==> src/design/cal_params.svh <==
// Constants for the analog input calibration control block.
// Assumes a 16-bit holding-register write/read port driven by the protocol engine.
//
// Behaviour
// - Trigger registers stay write-protected until the unlock key is written to the key register.
// - Writing zero to the key register restores write protection on the trigger registers.
// - A zero-trigger write with bit n set captures the zero endpoint of input channel n.
// - A capture replaces the channel's coefficients at once, with no reset or restart.
// - A span-trigger write with bit n set captures the full-scale endpoint of channel n.
// - A capture lands in the coefficient set of the range selected for that channel.
// - The 4-20mA range shares the 0-20mA coefficient set and needs no capture of its own.
// - The 0-1mA and 0-11.17mA ranges each keep their own independent coefficient set.
// - Each range has fixed endpoint references: 1.0/20.0mA, 1.0/11.17mA, 0.25/1.0mA, +-V.
`ifndef CAL_PARAMS_SVH
`define CAL_PARAMS_SVH

// ============================================================
// Register addresses
`define CAL_ADDR_KEY        16'h0000
`define CAL_ADDR_ZERO_TRIG  16'h0001
`define CAL_ADDR_SPAN_TRIG  16'h0002
`define CAL_ADDR_STATUS     16'h0003
`define CAL_ADDR_RANGE_BASE 16'h0010

// ============================================================
// Key and reset values
`define CAL_UNLOCK_KEY      16'h5E2A
`define CAL_KEY_RESET       16'h0000
`define CAL_RANGE_RESET     3'h0
`define CAL_ZERO_RESET      16'h0000
`define CAL_SPAN_RESET      16'h7FFF

// ============================================================
// Status fields
`define CAL_STAT_ZERO_LSB   0
`define CAL_STAT_SPAN_LSB   4
`define CAL_STAT_UNLOCK_BIT 8

// ============================================================
// Endpoint references, microamps for current ranges, millivolts for voltage
`define CAL_REF_Z_0_20MA    16'h03E8
`define CAL_REF_F_0_20MA    16'h4E20
`define CAL_REF_Z_0_11MA    16'h03E8
`define CAL_REF_F_0_11MA    16'h2BA2
`define CAL_REF_Z_0_1MA     16'h00FA
`define CAL_REF_F_0_1MA     16'h03E8
`define CAL_REF_Z_10V       16'hD8F0
`define CAL_REF_F_10V       16'h2710
`define CAL_REF_Z_5V        16'hEC78
`define CAL_REF_F_5V        16'h1388
`define CAL_REF_Z_1V        16'hFC18
`define CAL_REF_F_1V        16'h03E8

`endif

==> src/design/cal_pkg.sv <==
// Types shared by the analog input calibration control block.
// Assumes nothing beyond the constants header.
`default_nettype none

package cal_pkg;

    localparam int NUM_CH    = 4;
    localparam int NUM_SLOTS = 6;

    // ============================================================
    // Input range codes as written to a channel range register
    typedef enum logic [2:0] {
        RANGE_0_20MA  = 3'h0,
        RANGE_4_20MA  = 3'h1,
        RANGE_0_11MA  = 3'h2,
        RANGE_0_1MA   = 3'h3,
        RANGE_BIP_10V = 3'h4,
        RANGE_BIP_5V  = 3'h5,
        RANGE_BIP_1V  = 3'h6,
        RANGE_NONE    = 3'h7
    } range_t;

    typedef logic [2:0] slot_t;

endpackage

`default_nettype wire

==> src/design/analog_input_calibration_ctrl.sv <==
// Calibration control for four analog input channels.
// Assumes one-cycle register write/read strobes from a protocol engine and
// raw converter samples that are already synchronous to sys_clk.
`include "cal_params.svh"
`default_nettype none

module analog_input_calibration_ctrl
    import cal_pkg::*;
(
    input  wire logic                     sys_clk,
    input  wire logic                     rst_n,
    input  wire logic                     reg_wr_en,
    input  wire logic                     reg_rd_en,
    input  wire logic [15:0]              reg_addr,
    input  wire logic [15:0]              reg_wr_data,
    input  wire logic [NUM_CH-1:0][15:0]  analog_input_channel,
    output logic      [15:0]              reg_rd_data,
    output logic                          reg_rd_valid,
    output logic                          cal_unlocked,
    output logic      [NUM_CH-1:0][15:0]  zero_endpoint,
    output logic      [NUM_CH-1:0][15:0]  full_scale_endpoint,
    output logic      [NUM_CH-1:0][15:0]  ref_zero,
    output logic      [NUM_CH-1:0][15:0]  ref_full_scale,
    output logic      [NUM_CH-1:0]        range_valid
);

    // ============================================================
    // Address decode
    logic wr_key;
    logic wr_zero;
    logic wr_span;
    logic unlocked;
    logic [NUM_CH-1:0] wr_range;

    assign wr_key  = reg_wr_en && (reg_addr == `CAL_ADDR_KEY);
    assign wr_zero = reg_wr_en && (reg_addr == `CAL_ADDR_ZERO_TRIG);
    assign wr_span = reg_wr_en && (reg_addr == `CAL_ADDR_SPAN_TRIG);

    // ============================================================
    // Key register
    logic [15:0] key_q;

    always_ff @(posedge sys_clk or negedge rst_n)
    begin
        if (!rst_n)
        begin
            key_q <= `CAL_KEY_RESET;
        end
        else if (wr_key)
        begin
            // Any value but the key, zero included, locks the triggers again
            key_q <= reg_wr_data;
        end
    end

    assign unlocked = (key_q == `CAL_UNLOCK_KEY);

    always_ff @(posedge sys_clk or negedge rst_n)
    begin
        if (!rst_n)
        begin
            cal_unlocked <= 1'b0;
        end
        else
        begin
            cal_unlocked <= wr_key ? (reg_wr_data == `CAL_UNLOCK_KEY) : unlocked;
        end
    end

    // ============================================================
    // Trigger masks, gated by the lock; upper mask bits fall away
    logic [NUM_CH-1:0] zero_hit;
    logic [NUM_CH-1:0] span_hit;

    assign zero_hit = (wr_zero && unlocked) ? reg_wr_data[NUM_CH-1:0] : '0;
    assign span_hit = (wr_span && unlocked) ? reg_wr_data[NUM_CH-1:0] : '0;

    // ============================================================
    // Capture flags since the last key write, for software to confirm progress
    logic [NUM_CH-1:0] zero_done_q;
    logic [NUM_CH-1:0] span_done_q;

    always_ff @(posedge sys_clk or negedge rst_n)
    begin
        if (!rst_n)
        begin
            zero_done_q <= '0;
            span_done_q <= '0;
        end
        else if (wr_key)
        begin
            zero_done_q <= '0;
            span_done_q <= '0;
        end
        else
        begin
            zero_done_q <= zero_done_q | zero_hit;
            span_done_q <= span_done_q | span_hit;
        end
    end

    // ============================================================
    // Per-channel range select, coefficient storage and outputs
    range_t [NUM_CH-1:0] range_q;

    genvar ch;
    generate
        for (ch = 0; ch < NUM_CH; ch++)
        begin : g_chan
            logic [15:0] zero_store_q [NUM_SLOTS];
            logic [15:0] span_store_q [NUM_SLOTS];
            slot_t       slot;
            logic        slot_ok;
            logic [15:0] rz;
            logic [15:0] rf;

            assign wr_range[ch] = reg_wr_en &&
                (reg_addr == (`CAL_ADDR_RANGE_BASE + 16'(ch)));

            always_ff @(posedge sys_clk or negedge rst_n)
            begin
                if (!rst_n)
                begin
                    range_q[ch] <= range_t'(`CAL_RANGE_RESET);
                end
                else if (wr_range[ch])
                begin
                    range_q[ch] <= range_t'(reg_wr_data[2:0]);
                end
            end

            // Map range to coefficient set and fixed endpoint references
            always_comb
            begin
                slot    = 3'h0;
                slot_ok = 1'b1;
                rz      = 16'h0000;
                rf      = 16'h0000;
                case (range_q[ch])
                    RANGE_0_20MA, RANGE_4_20MA:
                    begin
                        slot = 3'h0;
                        rz   = `CAL_REF_Z_0_20MA;
                        rf   = `CAL_REF_F_0_20MA;
                    end
                    RANGE_0_11MA:
                    begin
                        slot = 3'h1;
                        rz   = `CAL_REF_Z_0_11MA;
                        rf   = `CAL_REF_F_0_11MA;
                    end
                    RANGE_0_1MA:
                    begin
                        slot = 3'h2;
                        rz   = `CAL_REF_Z_0_1MA;
                        rf   = `CAL_REF_F_0_1MA;
                    end
                    RANGE_BIP_10V:
                    begin
                        slot = 3'h3;
                        rz   = `CAL_REF_Z_10V;
                        rf   = `CAL_REF_F_10V;
                    end
                    RANGE_BIP_5V:
                    begin
                        slot = 3'h4;
                        rz   = `CAL_REF_Z_5V;
                        rf   = `CAL_REF_F_5V;
                    end
                    RANGE_BIP_1V:
                    begin
                        slot = 3'h5;
                        rz   = `CAL_REF_Z_1V;
                        rf   = `CAL_REF_F_1V;
                    end
                    default:
                    begin
                        // Unassigned code: nothing is captured into any set
                        slot_ok = 1'b0;
                    end
                endcase
            end

            always_ff @(posedge sys_clk or negedge rst_n)
            begin
                if (!rst_n)
                begin
                    for (int s = 0; s < NUM_SLOTS; s++)
                    begin
                        zero_store_q[s] <= `CAL_ZERO_RESET;
                        span_store_q[s] <= `CAL_SPAN_RESET;
                    end
                end
                else if (slot_ok)
                begin
                    if (zero_hit[ch])
                    begin
                        zero_store_q[slot] <= analog_input_channel[ch];
                    end
                    if (span_hit[ch])
                    begin
                        span_store_q[slot] <= analog_input_channel[ch];
                    end
                end
            end

            // Fresh sample is forwarded so the new value shows the next cycle
            always_ff @(posedge sys_clk or negedge rst_n)
            begin
                if (!rst_n)
                begin
                    zero_endpoint[ch]       <= `CAL_ZERO_RESET;
                    full_scale_endpoint[ch] <= `CAL_SPAN_RESET;
                    ref_zero[ch]            <= 16'h0000;
                    ref_full_scale[ch]      <= 16'h0000;
                    range_valid[ch]         <= 1'b0;
                end
                else
                begin
                    zero_endpoint[ch]       <= !slot_ok ? 16'h0000 :
                        zero_hit[ch] ? analog_input_channel[ch] : zero_store_q[slot];
                    full_scale_endpoint[ch] <= !slot_ok ? 16'h0000 :
                        span_hit[ch] ? analog_input_channel[ch] : span_store_q[slot];
                    ref_zero[ch]            <= rz;
                    ref_full_scale[ch]      <= rf;
                    range_valid[ch]         <= slot_ok;
                end
            end
        end
    endgenerate

    // ============================================================
    // Register read-back; trigger registers and unmapped addresses read zero
    logic [15:0] rd_mux;

    always_comb
    begin
        rd_mux = 16'h0000;
        if (reg_addr == `CAL_ADDR_KEY)
        begin
            rd_mux = key_q;
        end
        else if (reg_addr == `CAL_ADDR_STATUS)
        begin
            rd_mux[`CAL_STAT_ZERO_LSB +: NUM_CH] = zero_done_q;
            rd_mux[`CAL_STAT_SPAN_LSB +: NUM_CH] = span_done_q;
            rd_mux[`CAL_STAT_UNLOCK_BIT]         = unlocked;
        end
        else
        begin
            for (int i = 0; i < NUM_CH; i++)
            begin
                if (reg_addr == (`CAL_ADDR_RANGE_BASE + 16'(i)))
                begin
                    rd_mux = {13'h0, range_q[i]};
                end
            end
        end
    end

    always_ff @(posedge sys_clk or negedge rst_n)
    begin
        if (!rst_n)
        begin
            reg_rd_data  <= 16'h0000;
            reg_rd_valid <= 1'b0;
        end
        else
        begin
            reg_rd_valid <= reg_rd_en;
            reg_rd_data  <= reg_rd_en ? rd_mux : 16'h0000;
        end
    end

endmodule

`default_nettype wire

==> config.mk <==
export PLATFORM = sky130hd
export DESIGN_NAME = analog_input_calibration_ctrl
export DESIGN_NICKNAME = d
export VERILOG_FILES = /design/src/design/cal_pkg.sv /design/src/design/analog_input_calibration_ctrl.sv
export VERILOG_INCLUDE_DIRS = /design/src /design/src/design
export SDC_FILE = /design/constraint.sdc
export NUM_CORES = 2
export LEC_CHECK = 0
export BUFFER_PORTS_ARGS = -buffer_cell sky130_fd_sc_hd__buf_2
export CORE_MARGIN = 1.5
export CORE_UTILIZATION = 30
export CTS_CLUSTER_SIZE = 28
export DETAILED_ROUTE_END_ITERATION = 6
export PLACE_DENSITY = 0.46
export SYNTH_ARGS = -nofsm -noshare
export SYNTH_HDL_FRONTEND = slang
export SYNTH_SLANG_ARGS = --single-unit
==> constraint.sdc <==
create_clock -name sys_clk -period 3.2 [get_ports sys_clk]
set_clock_uncertainty 0.05 [all_clocks]
set_input_delay 0.48 -clock sys_clk [delete_from_list [all_inputs] [get_ports sys_clk]]
set_output_delay 0.48 -clock sys_clk [all_outputs]
set_load 0.005 [all_outputs]
==> metrics.txt <==
status=complete, no violations; fin util=36.4%; worst setup margin=0.197 ns; Post-synth EDFFs=0; RePlAce Congestion=0.730; routed via count=29700; setup_tns=0 ns; ys flop type=dfrtp_1; biggest cell delay along the critical path=0.56 ns; most common cell after layout, fill and taps aside=mux2_2; Post-DRT Antenna Nets=0; maximum VDD drop=0.000443 V; # DRC=0; Critical Path Start=key_q[0]; # setup viols final=0; Critical R2R Launch=key_q[0]; CP delay by family, top=simple AND/OR/NAND/NOR gates; Die H=396 um; FF-to-FF End=g_chan[0].zero_store_q[75]; routed wire length=135 mm; fmax=0.333 GHz; Leak=25.4 nW; sequential share of the synthesized area=57.5%; pin count of the biggest net entering global routing=137; crit start category=flop; Synth warnings=0; Levels on crit path=8; DR WL/cell=22.0 um; end of the critical path=g_chan[0].zero_store_q[75]; max-slew violation count=0; post-synth top area share=33.6%; CTS tree=done; Hold Violations, Final=0; ranking of synthesized cells by area=dfrtp_1 34%, dfstp_2 24%, mux2_2 17%; CP cell instances=or4b_4 > nor4_4 > buf_4 > nand4_1 > buf_12 > or3_1 > buf_4 > mux2_1; CTS root buf=clkbuf_16; # IOs=378; PortBufs=357; Mapped Cells=3626; Post-Syn Area=46300 sq um; Tcrit/Tclk final=93.8%; Max Buffers Root-to-Sink=3; Setup WS pre-CTS=0.104 ns; RSZ-0062 raised after global routing=no; busiest layer in global routing=met2; DP Wirelength=87.4 mm; Yosys reg bits=1042; Crit Path Class=reg2reg; Slew HR=44.2%; pwr dens=502 nW/um^2; Synth area leader=dfrtp_1; Max H-tree Level=3; CP max stage cell=or4b_4; later-pin clock latency in the skew report=0.74 ns; met2 usage=26.2%; worst hold start=reg_wr_data[1]; post-CTS setup buffers=0; synth-to-layout area growth=19.9%; Die Width=396 um; worst hold path type=in2reg; Synth cell types=60; First-pass DRT Iterations=5; Nets=4075; Reg2Reg Depth=8; row count=143; Num CTS Buffers=120; Clock Sinks=1042; Slew @ Worst Pin=0.837 ns; arrival time worst endpoint=3.55 ns; syn_area_per_cell=12.8 sq um; met3 Use GR=2.76%; DR iter-0 viols=1358; Max-Cap Viols=0; layout cells sized above 1=48.0%; die area=157000 sq um; GRT overflow=0; hold depth=3; first-pass GRT wire length=206 mm; antenna violations before repair=21; most frequent cells in the layout=689 x mux2_2, 611 x dfrtp_1, 420 x dfstp_2, 356 x buf_2, 212 x nor2_1; CTS clock-pin slew for the worst setup and hold paths=0.06 ns; All-Layer GR Usage=17.2%; crit path buf inv count=3; met1 global-route usage=25.2%; core area=152000 sq um; FF-to-FF setup slack=0.20 ns; post-CTS sizing=0; most used cell, CP=buf_4; Starting Density=30.3%; FFs w/ async S/R, synth=100%; minimum clock period=3.00 ns; CP Capture Type=flop; Max Fanout on Critical Path=38; CP required=3.75 ns; vias per inst=4.86; vias in the first global route=31500
[per-stage QoR]
| step | hold WS (ns) | std cells | cell area [sq um] | power, W |
|---|---|---|---|---|
| after global routing | 0.0531 | 6113 | 55500 | 0.0290 |
| final | 0.0670 | 6116 | 55500 | 0.0279 |
| after CTS | 0.000177 | 6111 | 55500 | 0.0284 |
| after floorplan | 0.134 | 3645 | 46300 | 0.0136 |
| after global placement | 0.383 | 5864 | 51200 | 0.0141 |
| after detailed placement | 0.382 | 5864 | 51200 | 0.0141 |
[cells in the mapped netlist, drive strengths merged, types with 2 or more instances]
library cell	n
and3	22
o2bb2ai	14
o22ai	65
a22oi	8
a21oi	140
nor2	227
or3	14
a211o	2
and2	4
clkbuf	234
mux4	33
or2	13
nor4b	3
or4	7
nand2b	16
a21boi	41
a31oi	19
o21ai	148
nand4	12
nand3	15
buf	138
o21a	2
dfstp	420
nor3	45
nor2b	16
a211oi	32
o211ai	66
o221ai	30
xnor2	5
mux2i	164
nand2	209
or3b	3
dfrtp	622
inv	19
nor4	6
o211a	4
mux2	798
[layout make-up]
type                            instances  area [sq um]
Timing Repair Buffer                  580          4130
Antenna cell                            5          12.5
Fill cell                           15000         97000
Multi-Input combinational cell       2211         18000
Clock buffer                          195          3550
Clock inverter                         33           529
Sequential cell                      1042         26600
Inverter                               20          76.3
Tap cell                             2030          2540
[logic make-up (layout without fill, tap and decap cells)]
family	after synthesis	after routing	share of synthesized area, %
other cells	1	25	0.00811
buf+inv	392	828	3.80
mux	995	995	24.7
flops	1042	1042	57.5
compound gates	572	572	7.65
simple gates	619	619	6.19
xor+xnor	5	5	0.0947
[registers in the layout, summed over array words and instances, names as in the netlist]
signal and flops:
range_valid 4, ref_full_scale 52, key_q 16, full_scale_endpoint 64, ref_zero 36, reg_rd_data 16, span_done_q 4, zero_done_q 4
g_chan.zero_store_q 384, cal_unlocked 1, reg_rd_valid 1, range_q 12, g_chan.span_store_q 384, zero_endpoint 64
[worst min-delay path, stage by stage]
cell and delay (ns):
buf_2 0.19, nand2_1 0.08, o21ai_0 0.06
[per-layer routing]
| metal | part of all wire (%) | up-vias | wire length, um |
|---|---|---|---|
| li1 | - | 13600 | - |
| met1 | 49 | 15400 | 66700 |
| met2 | 45 | 567 | 60200 |
| met3 | 3.9 | 183 | 5250 |
| met4 | 2.0 | 12 | 2630 |
| met5 | 0.054 | - | 73 |
[report_power, final]
part	total, W	switching, W	internal [W]
registers	0.0132	0.00000116	0.0132
logic	0.000664	0.000532	0.000132
clock network	0.0140	0.00573	0.00825
total	0.0279	0.00626	0.0216
[worst min path at each step]
stage | end | slack, ns
3_5_place_dp | zero_endpoint[59] | 0.38
4_1_cts | full_scale_endpoint[45] | 0.0002
3_3_place_gp | zero_endpoint[59] | 0.38
2_1_floorplan | cal_unlocked | 0.13
6_report | range_q[4] | 0.07
5_1_grt | full_scale_endpoint[45] | 0.05
[what timing repair did]
item	4_1_cts	5_1_grt
hold buffers	19	0
endpoints found under the hold margin	48	0
setup endpoints to repair	0	0
No activity file was read; power rests on OpenSTA's default activity.
